`config.mk`:
```
export PLATFORM = sky130hd
export DESIGN_NAME = cad_dev_flat
export DESIGN_NICKNAME = d
export VERILOG_FILES = /design/src/verilog/cad_pkg.sv /design/src/verilog/cad_bus_if.sv /design/src/verilog/cad_dev.sv /design/src/flat_wrapper.sv
export SDC_FILE = /design/constraint.sdc
export NUM_CORES = 1
export LEC_CHECK = 0
export BUFFER_PORTS_ARGS = -buffer_cell sky130_fd_sc_hd__buf_2
export CAP_MARGIN = 20
export CORE_ASPECT_RATIO = 1.1
export CORE_MARGIN = 5
export CORE_UTILIZATION = 50
export CTS_CLUSTER_SIZE = 14
export DETAILED_ROUTE_END_ITERATION = 8
export PLACE_DENSITY_LB_ADDON = 0.1
export SLEW_MARGIN = 20
export SYNTH_ARGS = -nofsm -noshare
export SYNTH_HDL_FRONTEND = slang
export SYNTH_SLANG_ARGS = --single-unit
```
`constraint.sdc`:
```
create_clock -name core_clk -period 1.9 [get_ports core_clk]
set_input_delay 0 -clock core_clk [delete_from_list [all_inputs] [get_ports core_clk]]
set_output_delay 0 -clock core_clk [all_outputs]
set_load 0.02 [all_outputs]
```
`src/verilog/cad_pkg.sv`:
```
// Constants, types and the memory map shared by both ends of the decoder bus.
// Summary of operation
// - Bank one comes from port bit 0.
// - Bank two comes from port bit 1.
// - After reset bank one high, bank two low.
// - Fixed map for registers, CPU RAM, high nonvolatile_ram.
// - Bank two selects large or split RAM layout.
// - Upper half is PROM, bank one pages.
// - I/O region 7400-75FF in every layout.
// - Reading 7404 restarts the orientation timer.
// - Four 8-byte serial port windows from 7420.
// - Reading 75FF returns interrupt status.
// - Status byte bit layout with banks, flags.
// - Clock registers at 7FF8-7FFF.
// - Discrete inputs and outputs are ground-true.
// - Transfers move whole bytes.
// - Read/write command steers transfer direction.
// - Eighty output bits in byte ports.
// - Output port latches on write.
// - One grounds the pin, zero leaves open.
// - Output port holds until rewritten.
// - Output latches clear at reset.
// - Read returns one for grounded inputs.
`default_nettype none
package cad_pkg;
    localparam logic [15:0] CAD_NVRAM_LO_END = 16'h1FFF;
    localparam logic [15:0] CAD_PROM_LO_END = 16'h5FFF;
    localparam logic [15:0] CAD_NVRAM_MID_END = 16'h6FFF;
    localparam logic [15:0] CAD_MCU_REG_END = 16'h705F;
    localparam logic [15:0] CAD_CPU_RAM_END = 16'h73FF;
    localparam logic [15:0] CAD_IO_END = 16'h75FF;
    localparam logic [15:0] CAD_NVRAM_HI_END = 16'h7FFF;
    localparam logic [15:0] CAD_RTC_BASE = 16'h7FF8;
    localparam logic [15:0] CAD_DTA_MIN = 16'h7400;
    localparam logic [15:0] CAD_PORT_FIRST = 16'h7401;
    localparam logic [15:0] CAD_ORIENT = 16'h7404;
    localparam logic [15:0] CAD_DTA_SEC = 16'h740F;
    localparam logic [15:0] CAD_UART_BASE = 16'h7420;
    localparam logic [15:0] CAD_UART_END = 16'h743F;
    localparam logic [15:0] CAD_IRQ_STATUS = 16'h75FF;
    localparam int CAD_OUT_PORTS = 10;
    localparam int CAD_IN_PORTS = 8;
    // Status byte positions, counted from zero.
    localparam int CAD_ST_UART = 0;
    localparam int CAD_ST_BANK2 = 4;
    localparam int CAD_ST_BANK1 = 5;
    localparam int CAD_ST_OVF = 6;
    localparam int CAD_ST_RTC = 7;
    localparam logic CAD_BANK1_RESET = 1'b1;
    localparam logic CAD_BANK2_RESET = 1'b0;
    // Host register byte addresses on AHB-Lite.
    localparam logic [7:0] CAD_HR_ADDR = 8'h00;
    localparam logic [7:0] CAD_HR_WDATA = 8'h04;
    localparam logic [7:0] CAD_HR_CTRL = 8'h08;
    localparam logic [7:0] CAD_HR_STATUS = 8'h0C;
    localparam logic [7:0] CAD_HR_BANK = 8'h10;
    localparam int CAD_CTRL_GO = 0;
    localparam int CAD_CTRL_WRITE = 1;
    typedef enum logic [2:0] {
        CAD_RG_NONE, CAD_RG_NVRAM, CAD_RG_PROM, CAD_RG_MCU, CAD_RG_CPU_RAM, CAD_RG_IO
    } cad_region_e;
endpackage
`default_nettype wire

```
`src/verilog/cad_bus_if.sv`:
```
// Byte-wide bus between the microcontroller end and the address decoder.
`default_nettype none
interface cad_bus_if;
    logic [15:0] addr;
    logic [7:0] wdata;
    logic rd;
    logic wr;
    logic bank1;
    logic bank2;
    logic [7:0] rdata;
    logic ack;
    modport host (output addr, output wdata, output rd, output wr, output bank1,
        output bank2, input rdata, input ack);
    modport dev (input addr, input wdata, input rd, input wr, input bank1,
        input bank2, output rdata, output ack);
endinterface
`default_nettype wire

```
`src/verilog/cad_dev.sv`:
```
// Address decoder and discrete port logic of the controller CPU board.
//
// Decided for this implementation: the AHB-Lite interface to the registers.
`default_nettype none
module cad_dev
    import cad_pkg::*;
(
    input wire logic core_clk, // System clock.
    input wire logic rst_n, // Asynchronous reset, active low.
    cad_bus_if.dev bus, // Decoder bus from the microcontroller.
    input wire logic [63:0] in_pin_n, // Discrete inputs, low means true.
    input wire logic [7:0] ext_rdata, // Data from selected memory or UART.
    input wire logic [7:0] dta_minutes, // Downtime accumulator minutes.
    input wire logic [7:0] downtime_seconds, // Downtime accumulator seconds.
    input wire logic acc_overflow, // Accumulator overflow flag.
    input wire logic uart_irq, // Serial port interrupt.
    input wire logic rtc_irq, // Clock interrupt.
    output cad_region_e mem_region, // Region the current address hits.
    output logic [16:0] prom_addr, // PROM address with page bit on top.
    output logic [3:0] uart_sel, // One-hot serial port window select.
    output logic [2:0] uart_reg, // Register index within the window.
    output logic rtc_sel, // Clock register select.
    output logic rtc_reset, // Clock reset pulse.
    output logic orient_restart, // Orientation timer restart pulse.
    output logic dta_clear, // Downtime accumulator clear pulse.
    output logic [79:0] out_pin_o, // Open-collector pin level, always low.
    output logic [79:0] out_pin_oe // Pin sink enable, high grounds it.
);
    typedef struct packed {
        cad_region_e region;
        logic [16:0] prom_addr;
        logic [3:0] uart_sel;
        logic [2:0] uart_reg;
        logic rtc_sel;
        logic rtc_reset;
        logic orient_restart;
        logic dta_clear;
        logic [CAD_OUT_PORTS-1:0][7:0] out_latch;
        logic [7:0] rdata;
        logic ack;
    } cad_dev_s;

    cad_dev_s s;
    cad_dev_s next_s;

    // Region of an address under the given large-RAM bank level.
    function automatic cad_region_e region_of(input logic [15:0] a, input logic big_ram);
        cad_region_e r;
        r = CAD_RG_NONE;
        if (a[15]) begin
            r = CAD_RG_PROM;
        end else if (a <= CAD_NVRAM_MID_END) begin
            if (big_ram || a <= CAD_NVRAM_LO_END || a > CAD_PROM_LO_END) begin
                r = CAD_RG_NVRAM;
            end else begin
                r = CAD_RG_PROM;
            end
        end else if (a <= CAD_MCU_REG_END) begin
            r = CAD_RG_MCU;
        end else if (a <= CAD_CPU_RAM_END) begin
            r = CAD_RG_CPU_RAM;
        end else if (a <= CAD_IO_END) begin
            r = CAD_RG_IO;
        end else begin
            r = CAD_RG_NVRAM;
        end
        return r;
    endfunction

    // Port index for an address among count ports, or count when none.
    function automatic int port_of(input logic [15:0] a, input int count);
        int p;
        p = count;
        if (a >= CAD_PORT_FIRST && a < CAD_PORT_FIRST + 16'(count)) begin
            p = int'(a - CAD_PORT_FIRST);
        end
        return p;
    endfunction

    // True when an address lies inside a closed range.
    function automatic logic in_range(input logic [15:0] a, input logic [15:0] lo,
        input logic [15:0] hi);
        return a >= lo && a <= hi;
    endfunction

    cad_region_e cur_region;
    logic in_uart;
    logic [7:0] status_byte;
    logic [7:0] read_byte;
    int out_idx;
    int in_idx;
    logic [CAD_IN_PORTS-1:0][7:0] in_true;

    // Open inputs sit at the pull-up level, so they read as zero.
    // grounded input reads as one
    assign in_true = ~in_pin_n;

    assign cur_region = region_of(bus.addr, bus.bank2);
    assign in_uart = (cur_region == CAD_RG_IO)
        && in_range(bus.addr, CAD_UART_BASE, CAD_UART_END);
    assign out_idx = port_of(bus.addr, CAD_OUT_PORTS);
    assign in_idx = port_of(bus.addr, CAD_IN_PORTS);

    always_comb begin
        status_byte = 8'h00;
        status_byte[CAD_ST_UART] = uart_irq;
        status_byte[CAD_ST_BANK2] = bus.bank2;
        status_byte[CAD_ST_BANK1] = bus.bank1;
        status_byte[CAD_ST_OVF] = acc_overflow;
        status_byte[CAD_ST_RTC] = rtc_irq;
    end

    always_comb begin
        read_byte = 8'h00;
        if (cur_region != CAD_RG_IO && cur_region != CAD_RG_NONE) begin
            read_byte = ext_rdata;
        end else if (in_uart) begin
            read_byte = ext_rdata;
        end else if (bus.addr == CAD_DTA_MIN) begin
            read_byte = dta_minutes;
        end else if (bus.addr == CAD_DTA_SEC) begin
            read_byte = downtime_seconds;
        end else if (bus.addr == CAD_IRQ_STATUS) begin
            read_byte = status_byte;
        // Ports 7409 and 740A are output only, so reads there fall through to zero.
        end else if (in_idx < CAD_IN_PORTS) begin
            read_byte = in_true[in_idx];
        end
    end

    always_comb begin
        next_s = s;
        next_s.rtc_reset = 1'b0;
        next_s.orient_restart = 1'b0;
        next_s.dta_clear = 1'b0;
        // Every strobe is answered, holes in the map included, so the host never hangs.
        next_s.ack = bus.rd || bus.wr;
        next_s.region = cur_region;
        next_s.prom_addr = {bus.bank1, bus.addr};
        next_s.uart_sel = 4'h0;
        next_s.uart_reg = bus.addr[2:0];
        // The windows lie back to back, so address bits 4:3 pick the port.
        if (in_uart) begin
            next_s.uart_sel[bus.addr[4:3]] = 1'b1;
        end
        // Selects follow the address on every cycle, not only under a strobe, so a
        // consumer must qualify them with its own strobe before acting on them.
        // clock registers at top of RAM
        next_s.rtc_sel = in_range(bus.addr, CAD_RTC_BASE, CAD_NVRAM_HI_END);
        if (bus.wr && cur_region == CAD_RG_IO) begin
            if (out_idx < CAD_OUT_PORTS) begin
                next_s.out_latch[out_idx] = bus.wdata;
            end
            if (bus.addr == CAD_DTA_MIN) begin
                next_s.dta_clear = 1'b1;
            end
            if (bus.addr == CAD_IRQ_STATUS) begin
                next_s.rtc_reset = 1'b1;
            end
        end
        if (bus.rd) begin
            next_s.rdata = read_byte;
            // Any read of this port restarts the timer, whichever bit software uses.
            // orientation restart side effect
            if (bus.addr == CAD_ORIENT) begin
                next_s.orient_restart = 1'b1;
            end
        end
    end

    // latches change only on their own write or at reset.
    always_ff @(posedge core_clk or negedge rst_n) begin
        if (!rst_n) begin
            // Power loss is treated as this reset, so every latch opens with it.
            // all outputs open at reset
            s <= '0;
        end else begin
            s <= next_s;
        end
    end

    assign mem_region = s.region;
    assign prom_addr = s.prom_addr;
    assign uart_sel = s.uart_sel;
    assign uart_reg = s.uart_reg;
    assign rtc_sel = s.rtc_sel;
    assign rtc_reset = s.rtc_reset;
    assign orient_restart = s.orient_restart;
    assign dta_clear = s.dta_clear;
    // a one sinks the pin, zero floats
    assign out_pin_oe = s.out_latch;
    // The pin level stays low; only the enable chooses between sink and open.
    assign out_pin_o = '0;
    assign bus.rdata = s.rdata;
    assign bus.ack = s.ack;
endmodule
`default_nettype wire

```
`src/flat_wrapper.sv`:
```
// flat-port wrapper written by rule: the top's interface ports become plain ports
module cad_dev_flat import cad_pkg::*;
  (core_clk, rst_n, in_pin_n, ext_rdata, dta_minutes, downtime_seconds, acc_overflow, uart_irq, rtc_irq, mem_region, prom_addr, uart_sel, uart_reg, rtc_sel, rtc_reset, orient_restart, dta_clear, out_pin_o, out_pin_oe, bus_addr, bus_wdata, bus_rd, bus_wr, bus_bank1, bus_bank2, bus_rdata, bus_ack);
  cad_bus_if bus_i ();
  input wire logic core_clk;
  input wire logic rst_n;
  input wire logic [63:0] in_pin_n;
  input wire logic [7:0] ext_rdata;
  input wire logic [7:0] dta_minutes;
  input wire logic [7:0] downtime_seconds;
  input wire logic acc_overflow;
  input wire logic uart_irq;
  input wire logic rtc_irq;
  output cad_region_e mem_region;
  output logic [16:0] prom_addr;
  output logic [3:0] uart_sel;
  output logic [2:0] uart_reg;
  output logic rtc_sel;
  output logic rtc_reset;
  output logic orient_restart;
  output logic dta_clear;
  output logic [79:0] out_pin_o;
  output logic [79:0] out_pin_oe;
  input wire logic [$bits(bus_i.addr)-1:0] bus_addr;
  input wire logic [$bits(bus_i.wdata)-1:0] bus_wdata;
  input wire logic [$bits(bus_i.rd)-1:0] bus_rd;
  input wire logic [$bits(bus_i.wr)-1:0] bus_wr;
  input wire logic [$bits(bus_i.bank1)-1:0] bus_bank1;
  input wire logic [$bits(bus_i.bank2)-1:0] bus_bank2;
  output wire logic [$bits(bus_i.rdata)-1:0] bus_rdata;
  output wire logic [$bits(bus_i.ack)-1:0] bus_ack;
  assign bus_i.addr = bus_addr;
  assign bus_i.wdata = bus_wdata;
  assign bus_i.rd = bus_rd;
  assign bus_i.wr = bus_wr;
  assign bus_i.bank1 = bus_bank1;
  assign bus_i.bank2 = bus_bank2;
  assign bus_rdata = bus_i.rdata;
  assign bus_ack = bus_i.ack;
  cad_dev u_core (.core_clk(core_clk), .rst_n(rst_n), .bus(bus_i), .in_pin_n(in_pin_n), .ext_rdata(ext_rdata), .dta_minutes(dta_minutes), .downtime_seconds(downtime_seconds), .acc_overflow(acc_overflow), .uart_irq(uart_irq), .rtc_irq(rtc_irq), .mem_region(mem_region), .prom_addr(prom_addr), .uart_sel(uart_sel), .uart_reg(uart_reg), .rtc_sel(rtc_sel), .rtc_reset(rtc_reset), .orient_restart(orient_restart), .dta_clear(dta_clear), .out_pin_o(out_pin_o), .out_pin_oe(out_pin_oe));
endmodule
```
==> results of run 1 <==
==> per-layer routing <==
| metal | wire (um) | share of wire (%) |
|---|---|---|
| met5 | 27 | 0.12 |
| met4 | 469 | 2.1 |
| met3 | 1630 | 7.4 |
| met2 | 10900 | 50 |
| met1 | 8940 | 41 |
==> cells by family (layout without fill, tap and decap cells) <==
| logic type | count (synthesis) | after routing | share of synthesized area [%] |
|---|---|---|---|
| buf+inv | 131 | 439 | 12.6 |
| compound gates | 98 | 98 | 10.7 |
| mux | 98 | 98 | 16.4 |
| simple gates | 153 | 153 | 14.8 |
| other cells | 1 | 81 | 0.0566 |
| fa+ha+maj | 3 | 3 | 0.567 |
| flops | 117 | 117 | 44.2 |
| xor+xnor | 5 | 5 | 0.661 |
==> worst paths after layout <==
kind,startpoint,end,slack [ps],depth (start not counted)
worst max register to register,u_core.bus.rdata[0],u_core.bus.rdata[0],1020,4
max in group asynchronous,rst_n,async pin,1200,3
worst min-delay path,bus_addr[7],u_core.rtc_sel,9,4
worst min register to register,flop,flop,500,1
min in group asynchronous,rst_n,async pin,150,3
worst max-delay path,bus_addr[8],flop,-20,10
==> what timing repair did <==
item                                   CTS  global route
setup endpoints to repair               48            65
hold buffers                            43             0
pin swaps                                5             8
gates resized for setup                  8            40
endpoints found under the hold margin  165             0
gates cloned                             0             1
buffers inserted                         1             8
==> synth_stat cells, types with 3 or more instances <==
library cell / count / area [um2]
dfrtp_1: 117 / 2930
buf_4: 86 / 646
mux2_2: 70 / 788
nor2_1: 35 / 131
nand2_1: 30 / 113
mux2_1: 16 / 180
o21ai_0: 16 / 80.1
a21oi_1: 14 / 70.1
buf_2: 14 / 70.1
nand3_1: 14 / 70.1
mux2i_1: 12 / 120
and3_1: 11 / 68.8
clkbuf_1: 11 / 41.3
buf_1: 10 / 37.5
inv_1: 10 / 37.5
a221oi_1: 9 / 78.8
o31ai_1: 9 / 67.6
a211o_1: 8 / 70.1
nand4_1: 8 / 50.1
nor3_1: 8 / 40.0
a211oi_1: 6 / 45.0
a22oi_1: 5 / 37.5
and4_1: 5 / 43.8
or2_2: 5 / 31.3
nor4_1: 4 / 25.0
o221ai_1: 4 / 35.0
a311oi_1: 3 / 26.3
a31oi_1: 3 / 18.8
ha_1: 3 / 37.5
nand4_4: 3 / 63.8
nor3_4: 3 / 48.8
nor4_4: 3 / 63.8
o22a_1: 3 / 26.3
o22ai_1: 3 / 18.8
xnor2_1: 3 / 26.3
==> layout make-up <==
cell class	instances	area [um2]
Antenna cell	1	2.50
Clock buffer	23	468
Clock inverter	9	78.8
Fill cell	961	3370
Inverter	10	45.0
Multi-Input combinational cell	437	3390
Sequential cell	117	2930
Tap cell	161	201
Timing Repair Buffer	397	2610
==> worst register-to-register path, delay by kind of cell (launching register included) <==
| family | cells | cell delay [ps] |
|---|---|---|
| flip-flops | 1 | 400 |
| AND/OR/NAND/NOR | 2 | 140 |
| AO/OA/AOI/OAI | 2 | 200 |
==> report_power, final <==
part / switching [mW] / internal (mW) / total (mW) / leakage, nW
clock: 1.11 / 1.85 / 2.96 / 0.267
sequential: 0.0183 / 2.53 / 2.55 / 1.57
combinational: 0.663 / 0.437 / 1.10 / 3.37
==> layout by cell type (no fill, tap or decap), drive strengths merged, types with 3 or more instances in the layout <==
master,count
a211o,8
a211oi,6
a21oi,14
a221oi,9
a22oi,5
a311oi,3
a31oi,3
and3,11
and4,5
buf,354
clkbuf,23
clkinv,6
conb,80
dfrtp,117
dlygate4sd3,43
ha,3
inv,10
mux2,86
mux2i,12
nand2,30
nand3,16
nand4,12
nor2,36
nor3,12
nor3b,3
nor4,7
nor4b,3
o21ai,18
o221ai,4
o22a,3
o22ai,4
o31ai,9
or2,5
xnor2,3
==> impl_metrics.env, run 1 <==
export IMPL_ant_nets=0
export IMPL_synthCells=606
export IMPL_tightest_slew_ps=578
export IMPL_path_cells="buf_2 > nor4_4 > buf_4 > nand4_1 > a21oi_2 > xnor2_1 > nor4b_4 > and4_1 > buf_6 > mux2_4"
export IMPL_antenna_found_initial=3
export IMPL_pin_count=321
export IMPL_critical_path_slowest_cell="nor4b_4"
export IMPL_worstPathRequired_ps=2190
export IMPL_syn_area_um2=6630
export IMPL_synth_flop_cell="dfrtp_1"
export IMPL_maxSlewViolCount=0
export IMPL_use_met3_pct=8.09
export IMPL_post_route_min_period_ps=1920
export IMPL_holdCritPathClass="in -> reg"
export IMPL_die_x_um=120
export IMPL_rsz0062_at_grt="yes"
export IMPL_maxCapViolations=0
export IMPL_leakage_nw=5.20
export IMPL_numCtsBuffers=17
export IMPL_grt_pass1_vias=6147
export IMPL_stdcell_count=1155
export IMPL_top_usage_layer="met2"
export IMPL_crit_family="simple AND/OR/NAND/NOR gates"
export IMPL_clk_pin_slew_worst_paths_ps=60
export IMPL_clk_latency_ps=410
export IMPL_die_h_um=131
export IMPL_portBuffers=240
export IMPL_async_flop_share_pct=100
export IMPL_cp_num_buf_inv=3
export IMPL_critPathLaunchType="input port"
export IMPL_htree_levels=4
export IMPL_dr_total_vias=6054
export IMPL_grt_use_total_pct=27.7
export IMPL_grt_pass1_wl_um=33500
export IMPL_dieArea_um2=15700
export IMPL_tns_ps=-76.8
export IMPL_synth_edff_count=0
export IMPL_finalWorstSetupSlack_ps=-15.2
export IMPL_p_per_area_nw_per_um2=679
export IMPL_max_freq_mhz=522
export IMPL_yosys_warnings=0
export IMPL_cts_root_buf="clkbuf_16"
export IMPL_place_ws_ps=-568
export IMPL_cpPeakStageDelay_ps=310
export IMPL_drt_initial_drc_count=409
export IMPL_fin_hold_ws_ps=8.85
export IMPL_violations="setup timing"
export IMPL_hold_viol=0
export IMPL_drive_gt1_share_pct=51.9
export IMPL_initial_core_util_pct=50.6
export IMPL_irDropWorstVdd_uv=450
export IMPL_synth_area_per_cell_um2=10.9
export IMPL_nets=1104
export IMPL_via_per_inst=5.24
export IMPL_area_delta_synth_final_pct=46.9
export IMPL_tritoncts="yes"
export IMPL_timing_slew_headroom_pct=61.5
export IMPL_worstPathArrival_ps=2210
export IMPL_cp_max_fo=8
export IMPL_finalSetupViolCount=9
export IMPL_finalCritPeriodShare_pct=101
export IMPL_grt_use_met1_pct=34.9
export IMPL_ys_seq_area_share_pct=44.2
export IMPL_core_area_um2=13100
export IMPL_drc=0
export IMPL_gp_congestion=0.905
export IMPL_path_class="in -> reg"
export IMPL_fp_row_count=44
export IMPL_synth_seq_cells=117
export IMPL_drtPass1Iterations=5
export IMPL_placed_cell_area_um2=8490
export IMPL_clock_sinks=117
export IMPL_grt_use_met2_pct=46.4
export IMPL_clock_skew_ps=0
export IMPL_crit_path_end_kind="flop"
export IMPL_status="finished with violations"
export IMPL_dp_cells=1070
export IMPL_wl_um=21900
export IMPL_wl_per_cell_um=19.0
export IMPL_clock_path_buffers=2
export IMPL_dp_hpwl_um=16600
export IMPL_ys_types=67
export IMPL_final_util_pct=74.3
export IMPL_design_area_um2=9730
export IMPL_power_mw=6.61
export IMPL_grt_ovfl_total=0
export IMPL_grt_max_degree=70
Note: power is estimated with default switching activity, not from simulation.
==> inputs of run 2 (changes only) <==
Settings changed: CORE_ASPECT_RATIO 1.1 to unset, CORE_UTILIZATION 50 to 51.
==> impl_metrics.env, run 2 (synthesis gave the netlist of run 1 again) <==
export IMPL_status="completed"
export IMPL_fp_row_count=41
export IMPL_dp_cells=1081
export IMPL_crit_path_end_kind="flop"
export IMPL_clock_skew_ps=0
export IMPL_final_util_pct=76.9
export IMPL_reg2regPathDepth=4
export IMPL_numCtsBuffers=17
export IMPL_finalCritPeriodShare_pct=99.9
export IMPL_crit_family="simple AND/OR/NAND/NOR gates"
export IMPL_drc=0
export IMPL_stdcell_count=1165
export IMPL_p_per_area_nw_per_um2=680
export IMPL_maxCapViolations=0
export IMPL_rr_startpoint="u_core.bus.rdata[5]"
export IMPL_leakage_nw=5.20
export IMPL_tightest_slew_ps=569
export IMPL_grt_max_degree=50
export IMPL_area_delta_synth_final_pct=47.1
export IMPL_portBuffers=240
export IMPL_timing_slew_headroom_pct=61.8
export IMPL_worstPathArrival_ps=2200
export IMPL_irDropWorstVdd_uv=552
export IMPL_clock_sinks=117
export IMPL_max_freq_mhz=527
export IMPL_whs_endpoint="u_core.bus.rdata[1]"
export IMPL_fin_hold_ws_ps=11.6
export IMPL_grt_pass1_wl_um=34600
export IMPL_initial_core_util_pct=52.3
export IMPL_final_common_cell="buf_2"
export IMPL_grt_pass1_vias=6324
export IMPL_combinationalPowerShare_pct=16.9
export IMPL_whs_path_depth=4
export IMPL_hold_viol=0
export IMPL_pin_count=321
export IMPL_fillers=886
export IMPL_core_area_um2=12700
export IMPL_tritoncts="yes"
export IMPL_worstPathRequired_ps=2200
export IMPL_dp_hpwl_um=17500
export IMPL_wl_per_cell_um=19.8
export IMPL_die_x_um=124
export IMPL_path_class="in -> reg"
export IMPL_crit_top_cell="buf_6"
export IMPL_share_seq_of_total_power_pct=38.5
export IMPL_path_cells="buf_4 > buf_6 > nor4_4 > buf_6 > buf_6 > o211a_1 > o22ai_2 > nand4_1 > nor4b_4 > and4_1 > buf_6 > mux2_4"
export IMPL_post_route_min_period_ps=1900
export IMPL_clk_latency_ps=420
export IMPL_cp_max_fo=8
export IMPL_critical_path_slowest_cell="nor4b_4"
export IMPL_drtPass1Iterations=5
export IMPL_dr_total_vias=6197
export IMPL_final_cell_mix="buf_2, dfrtp_1, buf_4"
export IMPL_clk_pin_slew_worst_paths_ps=60
export IMPL_crit_start="bus_addr[1]"
export IMPL_critPathLaunchType="input port"
export IMPL_multi_input_area_um2=3370
export IMPL_cpPeakStageDelay_ps=350
export IMPL_antenna_found_initial=2
export IMPL_holdCritPathClass="in -> reg"
export IMPL_seq_area_um2=2930
export IMPL_placed_cell_area_um2=8500
export IMPL_p_int_mw=4.79
export IMPL_power_mw=6.63
export IMPL_drt_initial_drc_count=433
export IMPL_wl_um=23100
export IMPL_rsz0062_at_grt="yes"
export IMPL_grt_use_total_pct=29.8
export IMPL_gp_congestion=0.941
export IMPL_rrSetupSlack_ps=1000
export IMPL_place_ws_ps=-587
export IMPL_maxSlewViolCount=0
export IMPL_grt_ovfl_total=0
export IMPL_dieArea_um2=15400
export IMPL_clock_path_buffers=2
export IMPL_r2r_end="u_core.bus.rdata[5]"
export IMPL_ant_nets=0
export IMPL_cts_root_buf="clkbuf_16"
export IMPL_cp_num_buf_inv=5
export IMPL_drive_gt1_share_pct=52.2
export IMPL_die_h_um=124
export IMPL_clockPowerShare_pct=44.7
export IMPL_tns_ps=0
export IMPL_nets=1103
export IMPL_p_sw_mw=1.83
export IMPL_holdCritStartpoint="dta_minutes[1]"
export IMPL_via_per_inst=5.32
export IMPL_p_sw_share_pct=27.7
export IMPL_finalWorstSetupSlack_ps=1.23
export IMPL_finalSetupViolCount=0
export IMPL_htree_levels=4
export IMPL_design_area_um2=9740
## run 2: changes by cell type in the layout (fill, tap and decap cells not counted), moves of 3 or more
cell	delta
o31ai_1	+3
clkbuf_1	-3
nor2_2	+3
buf_2	-4
nor2_1	-3
buf_6	+3
o31ai_2	-3
clkinvlp_4	+3
## run 2: power by group through the flow
stage	Combinational (mW)	Sequential [mW]	Clock, mW
after floorplan	0.602	2.64	0
after global placement	0.986	2.59	0
after detailed placement	0.991	2.59	0
after CTS	1.06	2.55	3.00
after global routing	1.20	2.55	3.11
final	1.12	2.55	2.96
## run 2: worst min-delay path, stage by stage
cell and delay (ps):
buf_2 110, nor2_1 110, a211o_1 110, o31ai_1 60
## run 2: repair_timing
item                                   4_1_cts  5_1_grt
setup buffers                                1        9
resized for setup                           15       44
endpoints found under the hold margin       83        0
cloned                                       0        0
hold buffers                                41        0
setup endpoints to repair                   56       87
pin swaps                                    5       20
## run 2: worst max path at each step
stage | to | cells after the start
4_1_cts | flop | 11
6_report | flop | 12
2_1_floorplan | flop | 12
3_3_place_gp | flop | 9
3_5_place_dp | flop | 9
5_1_grt | flop | 12
## run 2: cell type report
type | instances | share of cell area [%]
sequential | 117 | 30.0
multi-input combinational | 437 | 34.6
tap | 172 | 2.21
inverter | 10 | 0.462
clock inverter | 12 | 1.08
antenna | 2 | 0.0514
timing repair buffer | 396 | 27.0
clock buffer | 19 | 4.55
## run 2: metal layers
metal  GRT usage (%)  share of wire [%]
met3            6.68                7.1
met4            12.1                3.3
met5               0                  0
met1            36.6                 38
met2            50.8                 51
==> inputs of run 3 (changes only) <==
Clock period 1.9 ns to 2.3 ns, I/O delays scaled along.
==> impl_metrics.env, run 3 (synthesis gave the netlist of run 1 again) <==
export IMPL_status="finished with violations"
export IMPL_violations="hold timing"
export IMPL_htree_levels=4
export IMPL_worstPathRequired_ps=2590
export IMPL_finalCritPeriodShare_pct=95.8
export IMPL_fp_row_count=41
export IMPL_clockPowerShare_pct=46.4
export IMPL_crit_family="buffers and inverters"
export IMPL_tightest_slew_ps=528
export IMPL_tritoncts="yes"
export IMPL_crit_start="bus_addr[10]"
export IMPL_initial_core_util_pct=52.3
export IMPL_post_route_min_period_ps=2200
export IMPL_design_area_um2=9210
export IMPL_clock_sinks=117
export IMPL_grt_use_total_pct=27.3
export IMPL_multi_input_area_um2=3210
export IMPL_clk_pin_slew_worst_paths_ps=60
export IMPL_antenna_found_initial=1
export IMPL_grt_pass1_wl_um=32000
export IMPL_fin_hold_ws_ps=-0.388
export IMPL_portBuffers=240
export IMPL_rrSetupSlack_ps=930
export IMPL_cp_max_fo=10
export IMPL_tns_ps=0
export IMPL_reg2regPathDepth=5
export IMPL_grt_max_degree=60
export IMPL_cpPeakStageDelay_ps=590
export IMPL_pin_count=321
export IMPL_ant_nets=0
export IMPL_nets=1057
export IMPL_finalSetupViolCount=0
export IMPL_core_area_um2=12700
export IMPL_cts_root_buf="clkbuf_16"
export IMPL_drt_initial_drc_count=432
export IMPL_dieArea_um2=15400
export IMPL_leakage_nw=4.95
export IMPL_die_h_um=124
export IMPL_critical_path_slowest_cell="dlygate4sd3_1"
export IMPL_p_per_area_nw_per_um2=594
export IMPL_dr_total_vias=5868
export IMPL_fillers=964
export IMPL_maxCapViolations=0
export IMPL_clock_path_buffers=2
export IMPL_via_per_inst=5.24
export IMPL_p_sw_share_pct=28.4
export IMPL_wl_per_cell_um=19.1
export IMPL_crit_cells=10
export IMPL_grt_ovfl_total=0
export IMPL_drive_gt1_share_pct=47.3
export IMPL_drc=0
export IMPL_area_delta_synth_final_pct=39.0
export IMPL_die_x_um=124
export IMPL_holdCritStartpoint="dta_minutes[1]"
export IMPL_p_int_mw=3.91
export IMPL_max_freq_mhz=454
export IMPL_holdCritPathClass="in -> reg"
export IMPL_final_cell_mix="buf_2, dfrtp_1, conb_1"
export IMPL_clock_skew_ps=0
export IMPL_hold_viol=1
export IMPL_grt_pass1_vias=5951
export IMPL_worstPathArrival_ps=2490
export IMPL_path_cells="clkbuf_4 > dlygate4sd3_1 > buf_4 > nand4_1 > buf_4 > and2_2 > o221a_2 > a21oi_1 > dlygate4sd3_1 > o31ai_1"
export IMPL_gp_congestion=0.945
export IMPL_clk_latency_ps=410
export IMPL_dp_cells=1046
export IMPL_final_common_cell="buf_2"
export IMPL_whs_path_depth=4
export IMPL_rsz0062_at_grt="no"
export IMPL_seq_area_um2=2930
export IMPL_numCtsBuffers=17
export IMPL_timing_slew_headroom_pct=64.5
export IMPL_cp_num_buf_inv=5
export IMPL_rr_startpoint="u_core.bus.rdata[0]"
export IMPL_placed_cell_area_um2=8220
export IMPL_irDropWorstVdd_uv=412
export IMPL_stdcell_count=1119
export IMPL_dp_hpwl_um=16500
export IMPL_crit_path_end_kind="flop"
export IMPL_final_util_pct=72.7
export IMPL_share_seq_of_total_power_pct=38.5
export IMPL_critPathLaunchType="input port"
export IMPL_drtPass1Iterations=6
export IMPL_power_mw=5.47
export IMPL_wl_um=21300
export IMPL_p_sw_mw=1.55
export IMPL_path_class="in -> reg"
export IMPL_maxSlewViolCount=0
export IMPL_combinationalPowerShare_pct=15.1
## run 3: layer usage
layer | up-vias | share of wire [%] | track usage (%)
met1 | 2845 | 39 | 33.9
met2 | 299 | 52 | 48.2
met4 | 0 | 2.5 | 9.45
li1 | 2689 | - | -
met5 | - | 0 | 0
met3 | 35 | 6.7 | 4.59
## run 3: worst paths after layout
kind | end
worst min register to register | flop
max in group asynchronous | u_core.prom_addr[13]
worst max register to register | u_core.bus.rdata[0]
worst max-delay path | u_core.bus.rdata[0]
worst min-delay path | u_core.bus.rdata[1]
min in group asynchronous | u_core.prom_addr[6]
## run 3: per-stage QoR
| stage | hold slack [ps] | setup slack, ps |
|---|---|---|
| 2_1_floorplan | -296 | -147 |
| 5_1_grt | 14.5 | 2.69 |
| 3_5_place_dp | -25.7 | -122 |
| 3_3_place_gp | -33.1 | -71.3 |
| 4_1_cts | 0.556 | 41.7 |
| 6_report | -0.388 | 95.5 |
## run 3: power by group through the flow
stage	logic (mW)	registers [mW]	clock network (mW)
floorplan	0.489	2.18	0
global placement	0.762	2.14	0
detailed placement	0.763	2.14	0
CTS	0.818	2.10	2.57
global route	0.895	2.11	2.68
finish	0.827	2.10	2.54
## run 3: final cells by class
type	instances	share of cell area (%)
Antenna cell	1	0.0272
Multi-Input combinational cell	437	34.8
Clock inverter	14	1.55
Inverter	10	0.489
Timing Repair Buffer	350	24.3
Tap cell	172	2.34
Sequential cell	117	31.8
Clock buffer	18	4.66
## run 3: tightest hold or removal path, stage by stage
cell and delay (ps):
buf_2 110, nor2_1 100, a211o_1 100, o31ai_1 60
## run 3: timing repair
action,in CTS,in global routing
resized for setup,0,4
hold buffers,38,0
hold endpoints to repair,136,0
setup buffers,0,2
setup endpoints to repair,0,12
